**config.mk**
```make
export PLATFORM = sky130hd
export DESIGN_NAME = icfg_slave
export DESIGN_NICKNAME = d
export VERILOG_FILES = /design/src/logic/icfg_pkg.sv /design/src/logic/icfg_slave.sv
export SDC_FILE = /design/constraint.sdc
export NUM_CORES = 1
export LEC_CHECK = 0
export ABC_AREA = 1
export BUFFER_PORTS_ARGS = -buffer_cell sky130_fd_sc_hd__buf_4
export CORE_UTILIZATION = 58
export DETAILED_ROUTE_END_ITERATION = 8
export PLACE_DENSITY_LB_ADDON = 0.05
export SETUP_SLACK_MARGIN = 0.02
export SLEW_MARGIN = 30
export SYNTH_ARGS = -nofsm -noshare
export SYNTH_HDL_FRONTEND = slang
export SYNTH_SLANG_ARGS = --single-unit
```
**constraint.sdc**
```tcl
create_clock -name i_sys_clk -period 2.06 [get_ports i_sys_clk]
set_input_delay 0.206 -clock i_sys_clk [delete_from_list [all_inputs] [get_ports i_sys_clk]]
set_output_delay 0.206 -clock i_sys_clk [all_outputs]
set_load 0.05 [all_outputs]
```
**src/logic/icfg_pkg.sv**
```systemverilog
// Package for the two-wire configuration slave: address, register map, reset values.
// Assumes a single system clock domain; the link pins are sampled, not clocked on.
package icfg_pkg;
  localparam logic [6:0] DEV_ADDR = 7'h70;
  localparam int NUM_REGS = 8;
  localparam logic [7:0] LAST_SUB = 8'h07;
  localparam logic [7:0] SUB_PWR = 8'h00;
  localparam int SRST_BIT = 7;
  localparam int SPWDN_BIT = 0;
  localparam logic [7:0] RST_PWR = 8'h05;
  localparam logic [7:0] RST_SYS = 8'h30;
  localparam logic [7:0] RST_FMT1 = 8'h02;
  localparam logic [7:0] RST_FMT2 = 8'h00;
  localparam logic [7:0] RST_CHSEL = 8'h00;
  localparam logic [7:0] RST_VOL = 8'h40;
  localparam logic [7:0] RST_GAIN = 8'h11;
  localparam logic [7:0] RST_FAULT = 8'h0c;
  localparam int FILT_LEN = 3;
  typedef enum logic [2:0] {
    ST_IDLE = 3'b000,
    ST_ADDR = 3'b001,
    ST_SUB = 3'b010,
    ST_WDATA = 3'b011,
    ST_RDATA = 3'b100,
    ST_RACK = 3'b101
  } icfg_state_type;
  function automatic logic [7:0] icfg_reset_val(input int idx);
    case (idx)
      0: icfg_reset_val = RST_PWR;
      1: icfg_reset_val = RST_SYS;
      2: icfg_reset_val = RST_FMT1;
      3: icfg_reset_val = RST_FMT2;
      4: icfg_reset_val = RST_CHSEL;
      5: icfg_reset_val = RST_VOL;
      6: icfg_reset_val = RST_GAIN;
      default: icfg_reset_val = RST_FAULT;
    endcase
  endfunction : icfg_reset_val
endpackage : icfg_pkg

```
**src/logic/icfg_slave.sv**
```systemverilog
// Two-wire configuration slave with its eight byte-wide control registers.
// Assumes SCL/SDA arrive asynchronously from an external master with pull-ups.
// Assumes the rest of the chip treats o_soft_rst as a chip-wide reset request.
//
// Behaviour
// - Only a target; SDA pulled low only for acks and read data.
// - Responds solely to seven-bit address 0x70, ignores others.
// - First byte is address then direction bit; one reads, zero writes.
// - Start is SDA fall with SCL high; stop is SDA rise.
// - After start, shift eight bits MSB first as address plus direction.
// - Ack address match on ninth pulse; mismatch releases bus, goes idle.
// - Ack each accepted subaddress and write data byte on ninth clock, except a byte that sets the soft reset bit.
// - Subaddress pointer advances by one after each data byte.
// - Stop anywhere out of sequence sends slave to idle; start anywhere reopens the address phase.
// - Invalid subaddress gets no ack and the slave returns idle.
// - Burst read past last register keeps returning the last register.
// - Burst write past last register is discarded, nacked, slave idles.
// - Writing one to bit 7 of register 0x00 resets the chip.
// - Soft reset returns all registers to their defaults.
// - Power-up leaves software power-down set, bus interface still usable.
`timescale 1ns/100ps
module icfg_slave
  import icfg_pkg::*;
#(
  parameter int FILT = FILT_LEN
) (
  // Clock and reset
  input wire logic i_sys_clk,
  input wire logic i_rst,
  // Two-wire link pins
  input wire logic i_scl,
  input wire logic i_sda,
  output logic o_sda_out,
  output logic o_sda_oe,
  // Register contents and status
  output logic [8*NUM_REGS-1:0] o_regs,
  output logic o_soft_rst,
  output logic o_pwr_down,
  output logic o_busy
);

  // Two-flop synchronisers; first stage read only by the second
  logic [1:0] scl_sync_reg, scl_sync_next;
  logic [1:0] sda_sync_reg, sda_sync_next;
  // Glitch filter state
  logic [FILT-1:0] scl_hist_reg, scl_hist_next;
  logic [FILT-1:0] sda_hist_reg, sda_hist_next;
  logic scl_f_reg, scl_f_next;
  logic sda_f_reg, sda_f_next;
  // Protocol state
  icfg_state_type state_reg, state_next;
  logic [7:0] shift_reg, shift_next;
  logic [3:0] bit_cnt_reg, bit_cnt_next;
  logic [7:0] ptr_reg, ptr_next;
  logic rw_reg, rw_next;
  logic ack_ph_reg, ack_ph_next;
  logic ack_ok_reg, ack_ok_next;
  logic sda_out_reg, sda_out_next;
  logic sda_oe_reg, sda_oe_next;
  logic srst_reg, srst_next;
  logic [7:0] regs_reg [NUM_REGS];
  logic [7:0] regs_next [NUM_REGS];

  logic scl_rise, scl_fall, start_det, stop_det;
  // Byte addressed by the pointer, next to go out on a read
  logic [7:0] cur_byte;

  // Pointer to array index; writes check the range apart first, the read port indexes unchecked
  function automatic logic [2:0] reg_idx(input logic [7:0] ptr);
    reg_idx = ptr[2:0];
  endfunction : reg_idx

  // Filtered lines change only after FILT equal samples
  always_comb begin
    scl_sync_next = {scl_sync_reg[0], i_scl};
    sda_sync_next = {sda_sync_reg[0], i_sda};
    scl_hist_next = {scl_hist_reg[FILT-2:0], scl_sync_reg[1]};
    sda_hist_next = {sda_hist_reg[FILT-2:0], sda_sync_reg[1]};
    scl_f_next = scl_f_reg;
    sda_f_next = sda_f_reg;
    if (&scl_hist_reg) begin
      scl_f_next = 1'b1;
    end else if (~|scl_hist_reg) begin
      scl_f_next = 1'b0;
    end
    if (&sda_hist_reg) begin
      sda_f_next = 1'b1;
    end else if (~|sda_hist_reg) begin
      sda_f_next = 1'b0;
    end
  end

  // Lines reset to their idle-high level, so no false edge follows reset
  always_ff @(posedge i_sys_clk) begin
    if (i_rst) begin
      scl_sync_reg <= 2'h3;
      sda_sync_reg <= 2'h3;
      scl_hist_reg <= '1;
      sda_hist_reg <= '1;
      scl_f_reg <= 1'b1;
      sda_f_reg <= 1'b1;
    end else begin
      scl_sync_reg <= scl_sync_next;
      sda_sync_reg <= sda_sync_next;
      scl_hist_reg <= scl_hist_next;
      sda_hist_reg <= sda_hist_next;
      scl_f_reg <= scl_f_next;
      sda_f_reg <= sda_f_next;
    end
  end

  // Edge and condition detection on filtered lines
  assign scl_rise = scl_f_next & ~scl_f_reg;
  assign scl_fall = ~scl_f_next & scl_f_reg;
  assign start_det = scl_f_reg & scl_f_next & sda_f_reg & ~sda_f_next;
  assign stop_det = scl_f_reg & scl_f_next & ~sda_f_reg & sda_f_next;

  // One read port on the register array serves every read byte
  assign cur_byte = regs_reg[reg_idx(ptr_reg)];

  // Protocol engine; SDA changes only after SCL falls, so data is stable while high
  always_comb begin
    state_next = state_reg;
    shift_next = shift_reg;
    bit_cnt_next = bit_cnt_reg;
    ptr_next = ptr_reg;
    rw_next = rw_reg;
    ack_ph_next = ack_ph_reg;
    ack_ok_next = ack_ok_reg;
    sda_out_next = sda_out_reg;
    sda_oe_next = sda_oe_reg;
    srst_next = 1'b0;
    for (int i = 0; i < NUM_REGS; i++) begin
      regs_next[i] = regs_reg[i];
    end
    if (srst_reg) begin
      // Whole chip back to defaults, power-down included
      for (int i = 0; i < NUM_REGS; i++) begin
        regs_next[i] = icfg_reset_val(i);
      end
      state_next = ST_IDLE;
      sda_oe_next = 1'b0;
      // Protocol state too, so nothing of the cut transfer survives
      shift_next = 8'h00;
      bit_cnt_next = 4'h0;
      ptr_next = 8'h00;
      rw_next = 1'b0;
      ack_ph_next = 1'b0;
      ack_ok_next = 1'b0;
      sda_out_next = 1'b0;
    end else if (start_det) begin
      // Start or repeated start opens a new address phase
      state_next = ST_ADDR;
      bit_cnt_next = 4'h0;
      ack_ph_next = 1'b0;
      sda_oe_next = 1'b0;
    end else if (stop_det) begin
      // A stop anywhere ends the transfer
      state_next = ST_IDLE;
      sda_oe_next = 1'b0;
    end else if (state_reg != ST_IDLE) begin
      if (scl_rise && !ack_ph_reg) begin
        // Count every bit; only receive states shift the line in, since in
        // the read state the shift register holds the outgoing byte
        if (state_reg != ST_RDATA) begin
          shift_next = {shift_reg[6:0], sda_f_reg};
        end
        bit_cnt_next = bit_cnt_reg + 4'h1;
      end else if (scl_rise && ack_ph_reg && state_reg == ST_RACK) begin
        // Master nack ends a read
        if (sda_f_reg) begin
          state_next = ST_IDLE;
        end
      end else if (scl_fall && ack_ph_reg) begin
        // End of ninth clock: release or go on
        ack_ph_next = 1'b0;
        bit_cnt_next = 4'h0;
        sda_oe_next = 1'b0;
        if (!ack_ok_reg) begin
          state_next = ST_IDLE;
        end else if (rw_reg) begin
          // Read direction: put out the next byte's first bit
          state_next = ST_RDATA;
          sda_out_next = cur_byte[7];
          sda_oe_next = ~cur_byte[7];
          shift_next = {cur_byte[6:0], 1'b0};
          if (ptr_reg < LAST_SUB) begin
            ptr_next = ptr_reg + 8'h01;
          end
        end
      end else if (scl_fall && state_reg == ST_RDATA) begin
        if (bit_cnt_reg == 4'h8) begin
          state_next = ST_RACK;
          ack_ph_next = 1'b1;
          ack_ok_next = 1'b1;
          sda_oe_next = 1'b0;
        end else begin
          sda_out_next = shift_reg[7];
          sda_oe_next = ~shift_reg[7];
          shift_next = {shift_reg[6:0], 1'b0};
        end
      end else if (scl_fall && bit_cnt_reg == 4'h8) begin
        // Byte received: decide ack for ninth clock
        ack_ph_next = 1'b1;
        ack_ok_next = 1'b0;
        case (state_reg)
          ST_ADDR: begin
            // Own address: ack, the direction bit picks the path
            if (shift_reg[7:1] == DEV_ADDR) begin
              ack_ok_next = 1'b1;
              rw_next = shift_reg[0];
              state_next = shift_reg[0] ? ST_RDATA : ST_SUB;
            end
          end
          ST_SUB: begin
            // Only existing registers may be addressed
            if (shift_reg <= LAST_SUB) begin
              ack_ok_next = 1'b1;
              ptr_next = shift_reg;
              state_next = ST_WDATA;
            end
          end
          ST_WDATA: begin
            // Store and step; a byte past the last register is dropped
            if (ptr_reg <= LAST_SUB) begin
              ack_ok_next = 1'b1;
              regs_next[reg_idx(ptr_reg)] = shift_reg;
              if (ptr_reg == SUB_PWR && shift_reg[SRST_BIT]) begin
                srst_next = 1'b1;
              end
              ptr_next = ptr_reg + 8'h01;
            end
          end
          default: ack_ok_next = 1'b0;
        endcase
        // Ack pulls low through the ninth clock unless a soft reset follows; a refusal leaves SDA free
        sda_out_next = 1'b0;
        sda_oe_next = ack_ok_next;
        // A foreign address drops straight back to idle
        if (!ack_ok_next && state_reg == ST_ADDR) begin
          state_next = ST_IDLE;
          ack_ph_next = 1'b0;
        end
      end
    end
  end

  // State registers only; every decision is made in the process above
  always_ff @(posedge i_sys_clk) begin
    if (i_rst) begin
      state_reg <= ST_IDLE;
      shift_reg <= 8'h00;
      bit_cnt_reg <= 4'h0;
      ptr_reg <= 8'h00;
      rw_reg <= 1'b0;
      ack_ph_reg <= 1'b0;
      ack_ok_reg <= 1'b0;
      sda_out_reg <= 1'b0;
      sda_oe_reg <= 1'b0;
      srst_reg <= 1'b0;
      for (int i = 0; i < NUM_REGS; i++) begin
        regs_reg[i] <= icfg_reset_val(i);
      end
    end else begin
      state_reg <= state_next;
      shift_reg <= shift_next;
      bit_cnt_reg <= bit_cnt_next;
      ptr_reg <= ptr_next;
      rw_reg <= rw_next;
      ack_ph_reg <= ack_ph_next;
      ack_ok_reg <= ack_ok_next;
      sda_out_reg <= sda_out_next;
      sda_oe_reg <= sda_oe_next;
      srst_reg <= srst_next;
      for (int i = 0; i < NUM_REGS; i++) begin
        regs_reg[i] <= regs_next[i];
      end
    end
  end

  // Register image flattened for the rest of the chip
  genvar g;
  generate
    for (g = 0; g < NUM_REGS; g++) begin : g_out
      assign o_regs[8*g +: 8] = regs_reg[g];
    end
  endgenerate

  // Outputs come straight from flip-flops, except o_busy, which is decoded from the state register
  assign o_sda_out = sda_out_reg;
  assign o_sda_oe = sda_oe_reg;
  assign o_soft_rst = srst_reg;
  assign o_pwr_down = regs_reg[0][SPWDN_BIT];
  assign o_busy = (state_reg != ST_IDLE);

endmodule : icfg_slave

```
==> results of run 1 <==
[synth_stat cells]
cell type	instances	area, um^2
sky130_fd_sc_hd__nor3_1	7	35.0
sky130_fd_sc_hd__xnor2_1	1	8.76
sky130_fd_sc_hd__nand3b_1	2	15.0
sky130_fd_sc_hd__clkinv_1	1	3.75
sky130_fd_sc_hd__nand3_4	1	17.5
sky130_fd_sc_hd__inv_1	48	180
sky130_fd_sc_hd__buf_6	5	56.3
sky130_fd_sc_hd__clkbuf_1	23	86.3
sky130_fd_sc_hd__nand4_2	7	87.6
sky130_fd_sc_hd__nand4_1	6	37.5
sky130_fd_sc_hd__a21oi_1	65	325
sky130_fd_sc_hd__nor4_1	1	6.26
sky130_fd_sc_hd__ha_1	4	50.1
sky130_fd_sc_hd__buf_1	5	18.8
sky130_fd_sc_hd__dfxtp_1	108	2160
sky130_fd_sc_hd__buf_4	3	22.5
sky130_fd_sc_hd__a211oi_1	1	7.51
sky130_fd_sc_hd__nor2_4	5	56.3
sky130_fd_sc_hd__buf_2	5	25.0
sky130_fd_sc_hd__a22oi_1	1	7.51
sky130_fd_sc_hd__nand2_1	150	563
sky130_fd_sc_hd__nand2_2	3	18.8
sky130_fd_sc_hd__nand3_2	1	10.0
sky130_fd_sc_hd__a31oi_1	2	12.5
sky130_fd_sc_hd__inv_2	6	22.5
sky130_fd_sc_hd__o211ai_1	22	165
sky130_fd_sc_hd__or2_2	8	50.1
sky130_fd_sc_hd__xor2_1	3	26.3
sky130_fd_sc_hd__o21ai_0	48	240
sky130_fd_sc_hd__nor3b_1	1	7.51
sky130_fd_sc_hd__nor2_1	118	443
sky130_fd_sc_hd__nand3_1	105	526
sky130_fd_sc_hd__nor2_2	5	31.3
[worst register-to-register path, delay by kind of cell, from the launching register on]
family / cells / cell delay (ns)
and+or+nand+nor: 6 / 1.00
adders and majority gates: 1 / 0.15
buffers and inverters: 2 / 0.29
AOI/OAI and AO/OA: 1 / 0.07
DFF: 1 / 0.36
[kinds of logic (layout without fill, tap and decap cells)]
group                      after synthesis  in the layout  synth area share [%]
and+or+nand+nor                        420            420                  35.8
AOI/OAI and AO/OA                      139            139                  14.2
DFF                                    108            108                  40.6
buffers and inverters                   96            185                  7.80
adders and majority gates                4              4                 0.940
xor gates and xnor gates                 4              4                 0.658
[power by group through the flow]
| stage | clock network, mW | logic [mW] | registers, mW |
|---|---|---|---|
| after detailed placement | 0 | 0.0572 | 2.14 |
| after global routing | 1.34 | 0.0668 | 2.10 |
| final | 1.26 | 0.0627 | 2.10 |
| after CTS | 1.27 | 0.0587 | 2.10 |
| after floorplan | 0 | 0.0382 | 2.14 |
| after global placement | 0 | 0.0563 | 2.14 |
[layer usage]
metal,vias to the layer above,global-route usage (%),wire (um)
met5,-,0,0
met4,0,7.23,214
met3,22,7.80,2010
met2,332,50.7,7250
met1,2565,50.5,7330
li1,2716,-,-
[worst min path at each step]
stage               start               to  slack [ns]  depth (start not counted)
floorplan           i_scl  scl_sync_reg[0]        0.31                          1
global placement    i_scl  scl_sync_reg[0]        0.39                          2
detailed placement  i_sda  sda_sync_reg[0]        0.39                          2
CTS                 i_scl  scl_sync_reg[0]       0.002                          2
global route        i_rst  sda_sync_reg[0]         0.1                          2
finish              i_rst  scl_sync_reg[1]        0.09                          2
[stage by stage]
stage / TNS, ns / utilization, % / hold slack, ns / cells / area, um^2
2_1_floorplan: 0 / - / 0.310 / 771 / 5330
3_3_place_gp: 0 / 68.8 / 0.392 / 943 / 6050
3_5_place_dp: -0.0304 / 68.8 / 0.395 / 943 / 6050
4_1_cts: 0 / 71.0 / 0.00231 / 960 / 6260
5_1_grt: -0.479 / 72.2 / 0.0960 / 968 / 6360
6_report: 0 / 72.2 / 0.0907 / 968 / 6360
[repair_timing]
action | 4_1_cts | 5_1_grt
gates resized for setup | 1 | 3
hold buffers | 1 | 1
cloned | 0 | 1
setup endpoints to repair | 6 | 64
setup buffers | 0 | 6
hold endpoints to repair | 1 | 1
pin swaps | 0 | 2
[layout make-up]
| class | instances | area, um^2 | share of cell area [%] |
|---|---|---|---|
| clock buffer | 11 | 141 | 2.22 |
| clock inverter | 5 | 46.3 | 0.728 |
| inverter | 55 | 206 | 3.25 |
| multi-input combinational | 567 | 2760 | 43.4 |
| sequential | 108 | 2160 | 34.0 |
| tap | 108 | 135 | 2.13 |
| timing repair buffer | 114 | 903 | 14.2 |
==> results.yml, run 1 <==
status:
  outcome: "finished with violations"
  failing_checks: "design-rule violations"
yosys:
  synth-seq-area-share_pct: 40.6
  synth.net_count: 779
  postSynthAreaPerCell_um2: 6.91
  yosysUniqueCellTypes: 33
  postSynthRegisterBits: 108
  postSynthCellCount: 771
  synth_area_mm2: 0.00533
  synth-warning-count: 0
global_route:
  gr-total-overflow: 0
  grt_pass1_wl_mm: 25.9
  grt_antenna_before_repair: 0
  maximum_number_of_pins_on_one_net_before_global_route_repair: 57
  via_count_of_the_first_global_routing_pass: 4920
  global_router_s_overall_resource_usage_pct: 34.2
clocking:
  numClockSinks: 108
  cts_tree: "built"
  cts.clk_slew.worst_paths_ns: 0.11
  max-clock-path-buffers: 2
  clock-root-buffer: "sky130_fd_sc_hd__clkbuf_8"
  clock_insertion_delay_worst_skew_ns: 0.38
  ctsHtreeMaxLevel: 3
  numCtsBuffers: 9
hold_path:
  hold_path_class: "in2reg"
power_and_ir_drop:
  switching_share_pct: 23.9
  irDropWorstVdd_v: 0.000563
  report.power.total_mw: 3.42
  share_seq_of_total_power_pct: 61.3
  pwr-share-comb_pct: 1.8
  power.clock.fraction_pct: 36.8
  power-per-cell-area_mw_per_mm2: 538
  internal_power_mw: 2.60
  pleak_nw: 2.69
  net-switching-power_mw: 0.815
worst_setup_path:
  r2r_setup_slack_ns: 0.05
  timing.rr.end: "regs_reg[6][7]"
  worst_path_dominant_cell_family: "simple AND/OR/NAND/NOR gates"
  critPathLaunch: "bit_cnt_reg[0]"
  critical_path_buf_inv_count: 2
  crit_path_start_kind: "flop"
  timing.setup.critical_path_class: "reg2reg"
  critical_path.cell_chain: "inv_1, ha_1, nand3_1, nor2_4, nand2_2, nor2_4, buf_4, nand4_2, nand2_1, a21oi_1"
  worst_path_max_delay_cell: "sky130_fd_sc_hd__dfxtp_1"
  cp-endpoint: "regs_reg[6][7]"
  crit_path_end_kind: "flop"
  worst_r2r_startpoint: "bit_cnt_reg[0]"
  critical-path-max-stage-delay_ns: 0.36
  worstPathMaxFanout: 11
  critical_path_cell_count: 10
  critPathMostFrequentCell: "sky130_fd_sc_hd__nor2_4"
  worst-endpoint-required_ns: 2.30
  crit_arrival_ns: 2.25
  worstRegToRegCells: 10
route:
  postRouteAntennaNets: 0
  drc: 10
  routedWlPerCell_um: 17.4
  routed_wl_mm: 16.8
  detail_route.first_pass.iterations: 7
  detail_route.iter0.violations: 585
  num_vias: 5635
  drt-vias-per-instance: 5.82
sta:
  final_min_period_over_clock_period_pct: 97.6
  final-hold-violation-count: 0
  grt_setup_unrepaired: "true"
  clock_skew_ns: 0.0174
  fmax_ghz: 0.497
  worst_slew_margin_rel_pct: 58.3
  timing_worst_slew_pin_value_ns: 0.625
  worst_slack_ns: 0.0492
  final-setup-viol-count: 0
  final_number_of_max_transition_violations: 0
  final_critical_path_required_period_ns: 2.01
floorplanning:
  core_region_area_mm2: 0.00881
  die-height_um: 97.8
  die_area_mm2: 0.00957
  die_x_um: 97.8
  io_pins: 73
  start_util_pct: 60.5
  placement_rows: 34
placement:
  buffer_ports.inserted: 72
  weighted_congestion_reported_at_the_end_of_routability_driven_placement: 0.970
  detailedPlace.worstSlack_ns: -0.0152
  detailedPlacementHpwl_mm: 11.8
final_layout:
  fillerInstances: 747
  diodes: 0
  area_overhead_of_the_layout_relative_to_synthesis_pct: 19.4
  largest_register_ff_count: 64
  mostFrequentLayoutCell: "sky130_fd_sc_hd__nand2_1"
  final_layout_size_suffix_gt1_share_pct: 19.3
  layout.cells.most_common_list: "149 x sky130_fd_sc_hd__nand2_1, 117 x sky130_fd_sc_hd__nor2_1, 109 x sky130_fd_sc_hd__buf_4, 108 x sky130_fd_sc_hd__dfxtp_1, 105 x sky130_fd_sc_hd__nand3_1"
  layout.nets: 863
run:
  max_cap_violation_count: 0
No activity file was read; power rests on OpenSTA's default activity.
==> inputs of run 2 (changes only) <==
--- a/config.mk
+++ b/config.mk
@@ -5,9 +5,8 @@
 export SDC_FILE = /design/constraint.sdc
 export NUM_CORES = 1
 export LEC_CHECK = 0
-export ABC_AREA = 1
 export BUFFER_PORTS_ARGS = -buffer_cell sky130_fd_sc_hd__buf_4
-export CORE_UTILIZATION = 58
+export CORE_UTILIZATION = 57
 export DETAILED_ROUTE_END_ITERATION = 8
 export PLACE_DENSITY_LB_ADDON = 0.05
 export SETUP_SLACK_MARGIN = 0.02
==> run 2 against run 1 <==
  * The flow now finishes without violations
  * First-iteration DRC count is 29% lower
  * Register-to-register slack improved by 0.02 ns
  * Clock power grew 4%
  * Synthesized area shrank 3.6%
  * Worst setup slack improved by 0.022 ns
  * Cell count is 23% lower
  * Total power up 1.6%
  * Sequential power hardly changed
  * Die area shrank 1.9%
  * Sequential share of layout area increased by 0.083 points
  * Sequential cell count unchanged
  * Critical path type unchanged
==> results.yml, run 2 <==
status:
  outcome: "finished clean"
power_and_ir_drop:
  pleak_nw: 2.72
  irDropWorstVdd_v: 0.000434
  report.power.total_mw: 3.47
  power-per-cell-area_mw_per_mm2: 544
worst_setup_path:
  worst_r2r_startpoint: "ptr_reg[3]"
  crit_path_start_kind: "flop"
  critPathMostFrequentCell: "sky130_fd_sc_hd__buf_4"
  worst-endpoint-required_ns: 2.31
  crit_arrival_ns: 2.24
  crit_path_end_kind: "flop"
  worst_path_max_delay_cell: "sky130_fd_sc_hd__dfxtp_1"
  worstPathMaxFanout: 8
  worstRegToRegCells: 8
  critical-path-max-stage-delay_ns: 0.34
  critical_path.cell_chain: "nor3_2, nand4_1, buf_4, nor4_4, buf_4, buf_4, nand2_4, mux2i_1"
  timing.setup.critical_path_class: "reg2reg"
  timing.rr.end: "regs_reg[0][1]"
  r2r_setup_slack_ns: 0.07
yosys:
  synth_top_cells_by_count: "108 x sky130_fd_sc_hd__dfxtp_1, 74 x sky130_fd_sc_hd__mux2i_1, 74 x sky130_fd_sc_hd__nand2_1"
  synth-seq-area-share_pct: 42.1
  yosys-top-cells-area: "sky130_fd_sc_hd__dfxtp_1 42%, sky130_fd_sc_hd__mux2i_1 14%, sky130_fd_sc_hd__mux4_2 7.0%"
  synth-async-reset-ratio_pct: 0
  synth_area_mm2: 0.00513
  postSynthCellCount: 530
  yosysUniqueCellTypes: 64
  postSynthRegisterBits: 108
  synth_enable_flop_cells: 0
  synthDominantAreaCellType: "sky130_fd_sc_hd__dfxtp_1"
  synth.net_count: 538
  synth_most_common_cell: "sky130_fd_sc_hd__dfxtp_1"
  ys.flop_type: "sky130_fd_sc_hd__dfxtp_1"
  postSynthAreaPerCell_um2: 9.68
  share_of_the_synthesized_area_in_the_top_cell_type_pct: 42.1
  synth-warning-count: 0
sta:
  final_min_period_over_clock_period_pct: 96.6
  final_number_of_max_transition_violations: 0
  final-hold-violation-count: 0
  timing_worst_slew_pin_value_ns: 0.579
  worst_slack_ns: 0.0708
  final_critical_path_required_period_ns: 1.99
  fin_tns_setup_ns: 0
  fmax_ghz: 0.503
  worst_slew_margin_rel_pct: 61.0
  clock_skew_ns: 0.0135
  final-setup-viol-count: 0
final_layout:
  utilization_pct: 73.1
  layout.nets: 642
  final_layout_size_suffix_gt1_share_pct: 31.1
  area_overhead_of_the_layout_relative_to_synthesis_pct: 24.3
  largest_register_ff_count: 64
  mostFrequentLayoutCell: "sky130_fd_sc_hd__buf_4"
  diodes: 0
  layout.cells.most_common_list: "119 x sky130_fd_sc_hd__buf_4, 102 x sky130_fd_sc_hd__dfxtp_1, 74 x sky130_fd_sc_hd__nand2_1, 74 x sky130_fd_sc_hd__mux2i_1, 44 x sky130_fd_sc_hd__nor2_1"
  summed_area_of_non_filler_cells_in_the_final_layout_mm2: 0.00638
clocking:
  cts.clk_slew.worst_paths_ns: 0.10
  numCtsBuffers: 9
  ctsHtreeMaxLevel: 3
  clock-root-buffer: "sky130_fd_sc_hd__clkbuf_8"
  max-clock-path-buffers: 2
  cts_tree: "built"
  clock_insertion_delay_worst_skew_ns: 0.38
  numClockSinks: 108
global_route:
  global_router_s_overall_resource_usage_pct: 29.6
  via_count_of_the_first_global_routing_pass: 4281
  maximum_number_of_pins_on_one_net_before_global_route_repair: 21
  grt_pass1_wl_mm: 22.1
  gr-total-overflow: 0
  grt_antenna_before_repair: 0
placement:
  placement.cell_area_mm2: 0.00607
  detailedPlace.worstSlack_ns: -0.0159
  buffer_ports.inserted: 72
  weighted_congestion_reported_at_the_end_of_routability_driven_placement: 0.900
  detailedPlacementHpwl_mm: 10.1
hold_path:
  min_delay_worst_endpoint: "scl_sync_reg[0]"
  worst_hold_path.num_cells: 2
  beginning_of_the_worst_hold_path: "i_scl"
  hold_path_class: "in2reg"
floorplanning:
  core_region_area_mm2: 0.00872
  io_pins: 73
  die_x_um: 96.9
  placement_rows: 34
  die_area_mm2: 0.00939
  start_util_pct: 58.9
  die-height_um: 96.9
route:
  drt-vias-per-instance: 6.10
  routed_wl_mm: 13.9
  detail_route.iter0.violations: 414
  num_vias: 4556
  routedWlPerCell_um: 18.6
  detail_route.first_pass.iterations: 5
  postRouteAntennaNets: 0
  drc: 0
run:
  max_cap_violation_count: 0
-- run 2: cells by family after synthesis --
logic type / share of synthesized area [%]
flops: 42.1
xor+xnor: 0.683
simple gates: 20.9
fa+ha+maj: 0.975
compound gates: 10.4
mux: 21.9
buf+inv: 2.97
-- run 2: critical path, delay by kind of cell (launching register included) --
family / cells / cell delay [ns]
mux: 1 / 0.16
buf+inv: 3 / 0.52
simple gates: 4 / 0.85
flops: 1 / 0.34
-- run 2: stage by stage --
| step | hold slack (ns) | std cells |
|---|---|---|
| 6_report | 0.0123 | 747 |
| 5_1_grt | 0.00100 | 747 |
| 4_1_cts | 0.000992 | 743 |
| 3_5_place_dp | 0.394 | 726 |
| 3_3_place_gp | 0.393 | 726 |
| 2_1_floorplan | 0.310 | 530 |
-- run 2: power breakdown --
| part | switching [mW] | internal, mW |
|---|---|---|
| Combinational | 0.0450 | 0.0230 |
| Clock | 0.750 | 0.560 |
| Sequential | 0.00406 | 2.09 |
| Total | 0.799 | 2.67 |
-- run 2: worst max path at each step --
stage | depth (start not counted) | endpoint | from | slack (ns)
floorplan | 7 | shift_reg[7] | flop | 0.11
global placement | 6 | flop | state_reg[2] | -0.03
detailed placement | 5 | regs_reg[0][5] | scl_hist_reg[1] | -0.02
CTS | 5 | regs_reg[0][1] | scl_hist_reg[1] | -0.03
global route | 9 | regs_reg[5][0] | bit_cnt_reg[0] | -0.02
finish | 8 | regs_reg[0][1] | ptr_reg[3] | 0.07
-- run 2: what timing repair did --
action / CTS / global route
resized for setup: 1 / 18
hold buffers: 1 / 0
hold endpoints to repair: 1 / 0
pin swaps: 0 / 3
buffers inserted: 0 / 4
endpoints found under the setup margin: 33 / 75
-- run 2: area by class of cell --
class	count	area, um^2
Sequential cell	108	2170
Tap cell	108	135
Multi-Input combinational cell	386	2880
Inverter	6	22.5
Clock inverter	4	37.5
Fill cell	659	2340
Timing Repair Buffer	123	963
Clock buffer	12	165
-- run 2: per-layer routing --
layer	part of all wire, %	global-route usage, %
met1	46	43.5
met2	46	44.6
met3	7.4	6.21
met4	0.99	6.66
met5	0	0
